### config.mk
export PLATFORM = sky130hd
export DESIGN_NAME = mdca_sync_align
export DESIGN_NICKNAME = d
export VERILOG_FILES = /design/src/design/mdca_pkg.sv /design/src/design/mdca_sync_align.sv
export SDC_FILE = /design/constraint.sdc
export NUM_CORES = 1
export LEC_CHECK = 0
export BUFFER_PORTS_ARGS = -buffer_cell sky130_fd_sc_hd__buf_2
export CAP_MARGIN = 10
export CORE_ASPECT_RATIO = 0.6
export CORE_UTILIZATION = 34
export CTS_CLUSTER_DIAMETER = 80
export CTS_CLUSTER_SIZE = 24
export DETAILED_ROUTE_END_ITERATION = 7
export PLACE_DENSITY_LB_ADDON = 0.12
export SLEW_MARGIN = 10
export SYNTH_ARGS = -nofsm -noshare
export SYNTH_HDL_FRONTEND = slang
export SYNTH_SLANG_ARGS = --single-unit
export TNS_END_PERCENT = 1
### constraint.sdc
create_clock -name clk -period 3.1 [get_ports clk]
set_clock_uncertainty 0.2 [all_clocks]
set_input_delay 0.775 -clock clk [delete_from_list [all_inputs] [get_ports clk]]
set_output_delay 0.775 -clock clk [all_outputs]
set_load 0.01 [all_outputs]
### src/design/mdca_pkg.sv
// package: constants and types of the multi-device clock alignment block
package mdca_pkg;

	// ------------------------------------------------------------------
	// register map (byte offsets on the apb bus)
	// ------------------------------------------------------------------
	localparam int unsigned ADDR_W       = 8;
	localparam logic [7:0]  OFF_FUNC_ONE = 8'h00;
	localparam logic [7:0]  OFF_FUNC_TWO = 8'h04;
	localparam logic [7:0]  OFF_IRQ_STAT = 8'h08;
	localparam logic [7:0]  OFF_IRQ_MASK = 8'h0c;
	localparam logic [7:0]  OFF_ACTIVE   = 8'h10;

	// ------------------------------------------------------------------
	// field positions
	// ------------------------------------------------------------------
	localparam int unsigned F1_MAN_SW    = 0;
	localparam int unsigned F1_MAN_HW    = 1;
	localparam int unsigned F2_OFFSET    = 0;
	localparam int unsigned F2_MASK      = 4;
	localparam int unsigned F2_STATUS    = 5;
	localparam int unsigned F2_MASTER    = 6;
	localparam int unsigned F2_SLAVE     = 7;
	localparam int unsigned ACT_F2_BASE  = 8;
	localparam int unsigned IRQ_LOST     = 0;
	localparam int unsigned IRQ_COMMIT   = 1;
	localparam int unsigned IRQ_STALL    = 2;
	localparam int unsigned IRQ_W        = 3;

	// ------------------------------------------------------------------
	// reset values and divider constants
	// ------------------------------------------------------------------
	localparam logic [1:0]  FUNC_ONE_RST = 2'h0;
	localparam logic [4:0]  FUNC_TWO_RST = 5'h00;
	localparam logic [2:0]  IRQ_RST      = 3'h0;
	localparam int unsigned DIV_RATIO    = 4;
	localparam logic [1:0]  SAMPLE_PHASE = 2'h1;
	localparam logic [1:0]  RX_LATENCY   = 2'h1;

	// ------------------------------------------------------------------
	// types
	// ------------------------------------------------------------------
	typedef enum logic [1:0] {
		MDCA_PH0 = 2'b00,
		MDCA_PH1 = 2'b01,
		MDCA_PH2 = 2'b10,
		MDCA_PH3 = 2'b11
	} mdca_phase_t;

	typedef struct packed {
		logic man_hw;
		logic man_sw;
	} mdca_func_one_t;

	typedef struct packed {
		logic       slave_en;
		logic       master_en;
		logic       mask;
		logic [1:0] offset;
	} mdca_func_two_t;

endpackage

### src/design/mdca_sync_align.sv
// module: divided clock generation, multi-device alignment and commit logic
//
// What this block does
// - master emits one-cycle pulse every four cycles
// - slave enable makes device follow received pulses
// - slave compares phase, stalls one cycle on mismatch
// - slaves align within three divided periods
// - two-bit offset compensates zero to three cycles
// - status sets on lost alignment, clears on read
// - status stays high until read or masked
// - mask bit forces status low while set
// - commit clearing software bit stalls divider once
// - each stall shifts divided clock one quarter period
// - hardware mode stalls on each pulse rising edge
// - divide system clock by four, drive out
// - staged data acts only after commit
// - commit strobe sampled on divided clock rising edge
// - setup-met commit gives fixed latency
`timescale 1ns/100ps
`default_nettype none

module mdca_sync_align
	import mdca_pkg::*;
(
	input  wire logic              clk,
	input  wire logic              resetn,
	input  wire logic              psel,
	input  wire logic              penable,
	input  wire logic              pwrite,
	input  wire logic [ADDR_W-1:0] paddr,
	input  wire logic [31:0]       pwdata,
	output logic      [31:0]       prdata,
	output logic                   pready,
	output logic                   pslverr,
	input  wire logic              sync_in,
	input  wire logic              commit_strobe,
	output logic                   sync_clk_out,
	output logic                   sync_pulse_out,
	output logic                   irq
);

	// ------------------------------------------------------------------
	// helpers
	// ------------------------------------------------------------------
	function automatic logic hit(input logic [ADDR_W-1:0] a, input logic [7:0] off);
		hit = (a == off);
	endfunction

	function automatic mdca_phase_t phase_add(input mdca_phase_t p, input logic [1:0] n);
		phase_add = mdca_phase_t'(2'(p + n));
	endfunction

	// ------------------------------------------------------------------
	// state
	// ------------------------------------------------------------------
	mdca_func_one_t  stage_one_q;
	mdca_func_two_t  stage_two_q;
	mdca_func_one_t  act_one_q;
	mdca_func_two_t  act_two_q;
	mdca_phase_t     phase_q;
	mdca_phase_t     phase_d;
	mdca_phase_t     expect_phase;
	logic            sync_in_q;
	logic            sync_in_prev_q;
	logic            upd_smp_q;
	logic            status_q;
	logic [IRQ_W-1:0] irq_stat_q;
	logic [IRQ_W-1:0] irq_mask_q;
	logic [IRQ_W-1:0] irq_events;
	logic [31:0]     prdata_q;
	logic            slverr_q;
	logic            clk_div_q;
	logic            pulse_q;
	logic            setup_ph;
	logic            wr_acc;
	logic            rd_acc;
	logic            mapped;
	logic            sample_edge;
	logic            commit;
	logic            mismatch;
	logic            hw_edge;
	logic            sw_stall;
	logic            stall;
	logic            status_clr;

	// ------------------------------------------------------------------
	// apb slave: zero wait states, read data captured at setup
	// ------------------------------------------------------------------
	assign setup_ph = psel & ~penable;
	assign wr_acc   = psel & penable & pwrite;
	assign rd_acc   = psel & penable & ~pwrite;
	assign mapped   = hit(paddr, OFF_FUNC_ONE) | hit(paddr, OFF_FUNC_TWO)
			| hit(paddr, OFF_IRQ_STAT) | hit(paddr, OFF_IRQ_MASK)
			| hit(paddr, OFF_ACTIVE);
	assign pready   = 1'b1;
	assign prdata   = prdata_q;
	assign pslverr  = slverr_q & psel & penable;

	always_ff @(posedge clk) begin
		if (!resetn) begin
			prdata_q <= 32'h0000_0000;
			slverr_q <= 1'b0;
		end else if (setup_ph) begin
			slverr_q <= ~mapped;
			prdata_q <= 32'h0000_0000;
			if (!pwrite) begin
				case (1'b1)
					hit(paddr, OFF_FUNC_ONE): prdata_q[1:0] <= stage_one_q;
					hit(paddr, OFF_FUNC_TWO): begin
						prdata_q[F2_SLAVE]  <= stage_two_q.slave_en;
						prdata_q[F2_MASTER] <= stage_two_q.master_en;
						prdata_q[F2_STATUS] <= status_q;
						prdata_q[F2_MASK]   <= stage_two_q.mask;
						prdata_q[F2_OFFSET+:2] <= stage_two_q.offset;
					end
					hit(paddr, OFF_IRQ_STAT): prdata_q[IRQ_W-1:0] <= irq_stat_q;
					hit(paddr, OFF_IRQ_MASK): prdata_q[IRQ_W-1:0] <= irq_mask_q;
					hit(paddr, OFF_ACTIVE): begin
						prdata_q[1:0] <= act_one_q;
						prdata_q[ACT_F2_BASE+:5] <= act_two_q;
					end
					default: prdata_q <= 32'h0000_0000;
				endcase
			end
		end
	end

	// ------------------------------------------------------------------
	// staging registers, written by software
	// ------------------------------------------------------------------
	always_ff @(posedge clk) begin
		if (!resetn) begin
			stage_one_q <= FUNC_ONE_RST;
			stage_two_q <= FUNC_TWO_RST;
		end else begin
			if (wr_acc && hit(paddr, OFF_FUNC_TWO)) begin
				stage_two_q.slave_en  <= pwdata[F2_SLAVE];
				stage_two_q.master_en <= pwdata[F2_MASTER];
				stage_two_q.mask      <= pwdata[F2_MASK];
				stage_two_q.offset    <= pwdata[F2_OFFSET+:2];
			end
			// the commit that consumes the software request also drops it
			if (sw_stall) begin
				stage_one_q.man_sw <= 1'b0;
			end else if (wr_acc && hit(paddr, OFF_FUNC_ONE)) begin
				stage_one_q.man_sw <= pwdata[F1_MAN_SW];
			end
			if (wr_acc && hit(paddr, OFF_FUNC_ONE)) begin
				stage_one_q.man_hw <= pwdata[F1_MAN_HW];
			end
		end
	end

	// ------------------------------------------------------------------
	// commit strobe: sampled on divided clock rising edges only
	// ------------------------------------------------------------------
	// a strobe shorter than one divided period can fall between samples
	assign sample_edge = (phase_q == mdca_phase_t'(SAMPLE_PHASE)) & ~mismatch & ~hw_edge;
	assign commit      = sample_edge & commit_strobe & ~upd_smp_q;

	always_ff @(posedge clk) begin
		if (!resetn) begin
			upd_smp_q <= 1'b0;
		end else if (sample_edge) begin
			upd_smp_q <= commit_strobe;
		end
	end

	always_ff @(posedge clk) begin
		if (!resetn) begin
			act_one_q <= FUNC_ONE_RST;
			act_two_q <= FUNC_TWO_RST;
		end else if (commit) begin
			act_one_q.man_hw <= stage_one_q.man_hw;
			act_one_q.man_sw <= act_one_q.man_sw ? 1'b0 : stage_one_q.man_sw;
			act_two_q        <= stage_two_q;
		end
	end

	// ------------------------------------------------------------------
	// stall sources
	// ------------------------------------------------------------------
	// the received pulse marks master phase 0, seen one cycle plus offset late
	assign expect_phase = phase_add(mdca_phase_t'(RX_LATENCY), act_two_q.offset);
	assign mismatch = act_two_q.slave_en & ~act_one_q.man_hw & sync_in_q
			& (phase_q != expect_phase);
	assign hw_edge  = act_one_q.man_hw & sync_in_q & ~sync_in_prev_q;
	assign sw_stall = commit & act_one_q.man_sw;
	assign stall    = mismatch | hw_edge | sw_stall;

	always_ff @(posedge clk) begin
		if (!resetn) begin
			sync_in_q      <= 1'b0;
			sync_in_prev_q <= 1'b0;
		end else begin
			sync_in_q      <= sync_in;
			sync_in_prev_q <= sync_in_q;
		end
	end

	// ------------------------------------------------------------------
	// divide-by-four state machine and outputs
	// ------------------------------------------------------------------
	always_comb begin
		case (phase_q)
			MDCA_PH0: phase_d = MDCA_PH1;
			MDCA_PH1: phase_d = MDCA_PH2;
			MDCA_PH2: phase_d = MDCA_PH3;
			MDCA_PH3: phase_d = MDCA_PH0;
			default:  phase_d = MDCA_PH0;
		endcase
		// one held cycle retards the divided clock by 90 degrees
		if (stall) begin
			phase_d = phase_q;
		end
	end

	always_ff @(posedge clk) begin
		if (!resetn) begin
			phase_q   <= MDCA_PH0;
			clk_div_q <= 1'b0;
			pulse_q   <= 1'b0;
		end else begin
			phase_q   <= phase_d;
			clk_div_q <= phase_d[1];
			pulse_q   <= act_two_q.master_en & (phase_d == MDCA_PH0)
					& (phase_q != MDCA_PH0);
		end
	end

	assign sync_clk_out   = clk_div_q;
	assign sync_pulse_out = pulse_q;

	// ------------------------------------------------------------------
	// alignment status, cleared by a read that returned it high
	// ------------------------------------------------------------------
	assign status_clr = rd_acc & hit(paddr, OFF_FUNC_TWO) & prdata_q[F2_STATUS];

	always_ff @(posedge clk) begin
		if (!resetn) begin
			status_q <= 1'b0;
		end else if (act_two_q.mask) begin
			status_q <= 1'b0;
		end else begin
			// set wins over the read clear
			status_q <= (status_q & ~status_clr) | mismatch;
		end
	end

	// ------------------------------------------------------------------
	// interrupt status and mask
	// ------------------------------------------------------------------
	assign irq_events = {stall, commit, mismatch};

	always_ff @(posedge clk) begin
		if (!resetn) begin
			irq_stat_q <= IRQ_RST;
		end else if (wr_acc && hit(paddr, OFF_IRQ_STAT)) begin
			irq_stat_q <= (irq_stat_q & ~pwdata[IRQ_W-1:0]) | irq_events;
		end else begin
			irq_stat_q <= irq_stat_q | irq_events;
		end
	end

	always_ff @(posedge clk) begin
		if (!resetn) begin
			irq_mask_q <= IRQ_RST;
		end else if (wr_acc && hit(paddr, OFF_IRQ_MASK)) begin
			irq_mask_q <= pwdata[IRQ_W-1:0];
		end
	end

	assign irq = |(irq_stat_q & irq_mask_q);
endmodule

`default_nettype wire

==> metrics.md, run 1 <==
| Metric | Value |
|---|---|
| Outcome | finished, final reports clean |
| VDD IR-drop max | between 150 and 200 uV |
| Dpl ws | 0.2114 ns |
| Asr flop ratio synth | 0% |
| Hold Crit Endpoint | prdata[2] |
| Row count | 21 |
| Main synth FF type | dfxtp_1 |
| Setup violations, final | 0 |
| Setup TNS | 0 ns |
| Synthesis Warnings | 0 |
| Via count | 1,505 |
| Worst Reg-to-Reg Cells | 7 |
| Cells after Synth | between 200 and 250 |
| Tcrit/Tclk final | 83.17% |
| Netlist area before placement | 1983 sq um |
| CP startpoint kind | primary input |
| Drt drc | 0 |
| Most common cell after layout, fill and taps aside | dfxtp_1 |
| Reg2reg end | sync_pulse_out |
| Cell variety after synth | between 40 and 50 |
| Share of cells above drive strength 1 | 20.24% |
| CTS Hold Bufs | 0 |
| Largest net degree at the start of global routing | 27 |
| Hold Startpoint | prdata[2] |
| Slew @ Worst Pin | 0.7504 ns |
| First-pass GRT wire length | 6.499 mm |
| WHS Path Cells | 2 |
| Worst hold path class | reg -> reg |
| Clock transition at path regs | 0.08 ns |
| Max clock buf depth | 2 |
| CP max FO | 5 |
| Via density | approximately 4.6 |
| Layout Nets | 296 |
| Syn Area/Cell | 9.224 sq um |
| Max-cap violations | 0 |
| Final Hold Fails | 0 |
| Area growth from synthesis to layout | 12.37% |
| FILL cells | 618 |
| Gp weighted congestion | 0.7509 |
| Num CTS Buffers | 5 |
| RSZ-0062 raised after global routing | no |
| Die area | 6152 sq um |
| Leak | 0.9440 nW |
| IO Count | 84 |
| FF-to-FF Start | phase_q[1] |
| # clock sinks | 40 |
| Sequential fraction of the synthesis area | 40.38% |
| Post-synth EDFFs | 0 |
| Initial Util | between 30% and 40% |
| CP Capture Type | register |
| Worst-Skew Late Latency | 0.29 ns |
| Vias in the first global route | 1,262 |
| Die height | 61.16 microns |
| #FFs+latches synth | 40 |
| Hpwl dp | between 3 and 4 mm |
| Final wirelength | ~4.2 mm |
| Port-buffer cells | 36 |
| Die Wd | 100.6 microns |
| Setup Crit Path Kind | in -> reg |
| Initial DRC count | 49 |
| Required time worst endpoint | just over 3 ns |
| Fmax achieved | 387.9 MHz |
| Initial antenna violation count | 0 |
| Hold slack | 0.2574 ns |
| Wire per inst | between 10 and 15 microns |
| PostCTS Resize Cnt | 0 |
| Post-DRT Antenna Nets | 0 |
| Final min period | 2.578 ns |
| Core ar. | between 5000 and 6000 sq um |
| ANT cells | 0 |
| Worst rel slew slack | around half |
| GRT Total Usage | 14.38% |
| Post-CTS setup buffer count | 0 |
| CTS tree | done |
| CTS Root Cell | clkbuf_8 |
| Total power | around 1.1 mW |
| Worst EP arrival | between 2 and 3 ns |
| Final worst setup slack | ~0.52 ns |
| Initial DRT Pass Iterations | 5 |
| R2R Setup Slk | between 0.8 and 0.9 ns |
| Most frequent cells in the layout | 40 x dfxtp_1, 36 x buf_2, 21 x mux2i_1, 21 x conb_1, 20 x nor2_1 |
| Pwr dens | around 500 nW/um^2 |
| H-tree depth | 2 |
| Max Slew Vio Count | 0 |
| Total gr overflow | 0 |
critical path, stage by stage:
cell and delay (ns):
buf_2 0.09, or4_4 0.55, or3_4 0.40, nor3b_1 0.39
a21boi_0 0.15, o21a_1 0.19
cell type report:
type	count	area [sq um]	share of cell area, %
timing repair buffer	37	187.7	8.422
inverter	5	18.77	0.8422
clock inverter	3	42.54	1.909
clock buffer	5	68.82	3.088
multi-input combinational	157	1010	45.31
tap	80	100.1	4.492
sequential	40	800.8	35.93
sequential cells by signal, indices dropped and copies added, names as in the netlist:
name	cells
prdata	12
stage_one_q	2
act_one_q	2
sync_in_prev_q	1
phase_q	2
sync_pulse_out	1
stage_two_q	5
status_q	1
upd_smp_q	1
irq_mask_q	3
sync_in_q	1
slverr_q	1
irq_stat_q	3
act_two_q	5
per-layer routing:
layer | share of wire, % | vias up | global-route usage (%) | wire (microns)
met2 | 37 | 32 | 18.88 | 1538
met1 | 58 | 688 | 22.35 | 2406
li1 | - | 780 | - | -
met4 | 0.84 | 0 | 3.727 | 35
met5 | 0 | - | 0 | 0
met3 | 4.3 | 5 | 4.086 | 181
power breakdown:
group	switching, mW	internal (mW)	total [mW]
combinational	0.0872	0.0636	0.151
sequential	0.0132	0.528	0.542
clock	0.189	0.238	0.427
cell usage after synthesis, drive strengths merged, types with 2 or more instances:
| master | count | area share, % |
|---|---|---|
| nor2 | 20 | 3.8 |
| o21a | 3 | 1.1 |
| a21boi | 4 | 1.5 |
| a22oi | 9 | 3.4 |
| dfxtp | 40 | 40 |
| mux2i | 21 | 11 |
| nand4b | 2 | 0.88 |
| nor3 | 2 | 0.50 |
| nand2 | 19 | 3.6 |
| a211oi | 3 | 1.1 |
| dlygate4sd1 | 2 | 0.88 |
| ha | 3 | 1.9 |
| and2 | 2 | 0.63 |
| nand3 | 5 | 1.3 |
| or4 | 2 | 0.95 |
| nor2b | 4 | 1.3 |
| and4b | 2 | 1.0 |
| a21oi | 2 | 0.50 |
| nand3b | 3 | 1.1 |
| a31oi | 2 | 0.63 |
| nor3b | 2 | 1.3 |
| and3 | 4 | 1.3 |
| buf | 25 | 9.5 |
| conb | 2 | 0.38 |
| clkbuf | 5 | 0.95 |
| inv | 5 | 0.95 |
| o21ai | 9 | 2.3 |
logic make-up (layout without fill, tap and decap cells):
| kind of cell | count (synthesis) | in the layout | share of synthesized area, % |
|---|---|---|---|
| AND/OR/NAND/NOR | 73 | 73 | 20.00 |
| flip-flops | 40 | 40 | 40.38 |
| buffers and inverters | 37 | 50 | 12.30 |
| AO/OA/AOI/OAI | 36 | 36 | 12.30 |
| multiplexers | 23 | 23 | 12.30 |
| adder cells (fa/ha/maj) | 3 | 3 | 1.893 |
| other | 2 | 21 | 0.3787 |
| XOR/XNOR | 1 | 1 | 0.4417 |
worst max path at each step:
stage / start / to / cells past startpoint
4_1_cts: paddr[7] / irq_stat_q[2] / 6
6_report: paddr[7] / irq_stat_q[2] / 6
2_1_floorplan: paddr[7] / stage_two_q[1] / 5
5_1_grt: paddr[7] / irq_stat_q[0] / 6
3_3_place_gp: paddr[7] / stage_two_q[1] / 6
3_5_place_dp: paddr[7] / irq_stat_q[2] / 6
stage by stage:
step | area, sq um | instances | utilization, %
after floorplan | 2054 | 234 | -
after global placement | 2117 | 319 | 37.83
after detailed placement | 2117 | 319 | 37.83
after CTS | 2228 | 327 | 39.82
after global routing | 2228 | 327 | 39.82
final | 2228 | 327 | 39.82
Note: power is estimated with default switching activity, not from simulation.
==> run 2: changes to the inputs <==
Clock period 3.1 ns to 2.2 ns, I/O delays scaled along.
==> metrics.md, run 2 (synthesis results as in run 1) <==
| Metric | Value |
|---|---|
| Outcome | finished, final reports clean |
| Die area | 6152 sq um (unchanged) |
| Worst EP arrival | 2.16 ns (-0.40 ns) |
| Family with the most delay on the worst path | simple AND/OR/NAND/NOR gates |
| CTS tree | done |
| Worst Reg-to-Reg Cells | 6 (-1) |
| Setup TNS | 0 ns (unchanged) |
| Worst path max stage delay | 0.52 ns (-0.03 ns) |
| Die Wd | 100.6 microns (unchanged) |
| Setup violations, final | 0 (unchanged) |
| Internal cell power | 1.104 mW (+33%) |
| IO Count | 84 (unchanged) |
| Gp weighted congestion | 0.7525 (+0.21%) |
| # clock sinks | 40 (unchanged) |
| Logic gate share of total power | 15.3% (+1.8 points) |
| Die height | 61.16 microns (unchanged) |
| Worst setup path end | stage_two_q[0] |
| Leak | 1.008 nW (+6.8%) |
| Final wirelength | 4.325 mm (+3.9%) |
| Final min period | between 2 and 2.5 ns |
| Area growth from synthesis to layout | 18.42% |
| Initial Util | 35.43% (unchanged) |
| ANT cells | 0 (unchanged) |
| Max Slew Vio Count | 0 (unchanged) |
| Switching Share | 27.53% (+1.7 points) |
| Total gr overflow | 0 (unchanged) |
| Hold Startpoint | prdata[2] |
| P_sw | 0.4193 mW (+45%) |
| Post-DRT Antenna Nets | 0 (unchanged) |
| Clock network power share | 34.5% (-3.7 points) |
| Required time worst endpoint | 2.19 ns (-0.89 ns) |
| CP Capture Type | register |
| Hpwl dp | 3.320 mm (+5.0%) |
| FF-to-FF Start | phase_q[1] |
| Slowest stage cell, crit path | or4_4 |
| R2R Setup Slk | 0.19 ns (-0.65 ns) |
| Clock transition at path regs | 0.09 ns (about the same) |
| Initial antenna violation count | 0 (unchanged) |
| VDD IR-drop max | 279.2 uV (+49%) |
| CTS Hold Bufs | 0 (unchanged) |
| Worst rel slew slack | 64.80% (+15 points) |
| Slew @ Worst Pin | 0.5281 ns (-0.2223 ns) |
| Seq pwr share | 50.1% (+1.7 points) |
| Row count | 21 (unchanged) |
| CP max FO | 5 (unchanged) |
| Port-buffer cells | 36 (unchanged) |
| Worst hold path class | reg -> reg |
| Fmax achieved | roughly 460 MHz |
| H-tree depth | 2 (unchanged) |
| Vias in the first global route | 1,237 (-2.0%) |
| Setup Crit Path Kind | in -> reg |
| Pwr dens | 648.7 nW/um^2 (+29%) |
| Wire per inst | 12.68 microns (-0.33%) |
| Max reg flops | 12 (unchanged) |
| Reg2reg end | sync_pulse_out |
| Most common cell after layout, fill and taps aside | dfxtp_1 |
| Final core occ | 41.96% (+2.1 points) |
| Layout Nets | 310 (+4.7%) |
| Share of cells above drive strength 1 | 26.05% (+5.8 points) |
| CTS Root Cell | clkbuf_8 |
| Via density | 4.516 (-1.9%) |
| Worst Setup SP | paddr[7] |
| Largest net degree at the start of global routing | 23 (-15%) |
| Max-cap violations | 0 (unchanged) |
| First-pass GRT wire length | 6.541 mm (+0.65%) |
| Num CTS Buffers | 5 (unchanged) |
| CP startpoint kind | primary input |
| RSZ-0062 raised after global routing | yes |
| Most frequent cells in the layout | 39 x dfxtp_1, 35 x buf_2, 21 x conb_1 |
| Crit-path cells | buf_6 -> or4_4 -> or3_4 -> nor3b_4 -> buf_12 -> mux2i_2 -> nor2_1 |
| Via count | 1,540 (+2.3%) |
| Initial DRT Pass Iterations | 4 (-1) |
| Worst path depth | 7 (+1) |
| WP buf/inv | 2 (+1) |
| Core ar. | 5597 sq um (unchanged) |
| Tcrit/Tclk final | between 90% and 100% |
| Initial DRC count | 67 (+37%) |
| GRT Total Usage | 14.46% (+0.076 points) |
| Final Hold Fails | 0 (unchanged) |
| Max clock buf depth | 2 (unchanged) |
| Drt drc | 0 (unchanged) |
| Worst-Skew Late Latency | 0.29 ns (about the same) |
run 2: per-stage QoR:
stage                     std cells  power, mW  setup WS (ns)  area (sq um)  hold WS [ns]
final                           341      1.523        0.02164          2349        0.2530
after global routing            341      1.611       -0.04298          2349        0.2517
after floorplan                 234     0.9645        -0.1802          2054        0.2225
after CTS                       341      1.543        0.03066          2332        0.2530
after detailed placement        333      1.012        -0.2911          2235        0.2440
after global placement          333      1.011        -0.2800          2235        0.2365
run 2: worst reg2reg max path, stage by stage (launching register included):
cell	delay, ns
dfxtp_2	0.37
buf_4	0.11
xor2_1	0.17
mux2i_1	0.12
and4b_1	0.28
or4_1	0.48
a211oi_1	0.20
run 2: cell type report:
class,count,area [sq um]
Inverter,5,18.77
Tap cell,80,100.1
Sequential cell,40,802.0
Multi-Input combinational cell,157,1018
Clock buffer,6,82.58
Clock inverter,2,15.01
Fill cell,587,3248
Timing Repair Buffer,51,311.5
run 2: per-layer routing:
metal / track usage, % / routed length [microns] / up-vias
met4: 4.348 / 19 / 0
li1: - / - / 796
met3: 4.086 / 211 / 2
met1: 23.27 / 2513 / 710
met5: 0 / 0 / -
met2: 17.51 / 1582 / 32
run 2: power by group through the flow:
stage,Combinational [mW],Sequential (mW),Clock [mW]
6_report,0.234,0.764,0.526
3_3_place_gp,0.231,0.780,0
2_1_floorplan,0.186,0.779,0
5_1_grt,0.264,0.768,0.578
3_5_place_dp,0.232,0.780,0
4_1_cts,0.234,0.763,0.546
run 2: how the worst min path moves through the flow:
stage                      to  slack (ns)  cells after the start
detailed placement  prdata[2]        0.24                      2
global placement    prdata[2]        0.24                      2
global route        sync_in_q        0.25                      2
finish              prdata[2]        0.25                      2
CTS                 sync_in_q        0.25                      2
floorplan            status_q        0.22                      1
run 2: repair_timing:
action,CTS,global route
setup endpoints to repair,0,10
resized for setup,0,6
buffers inserted,0,0
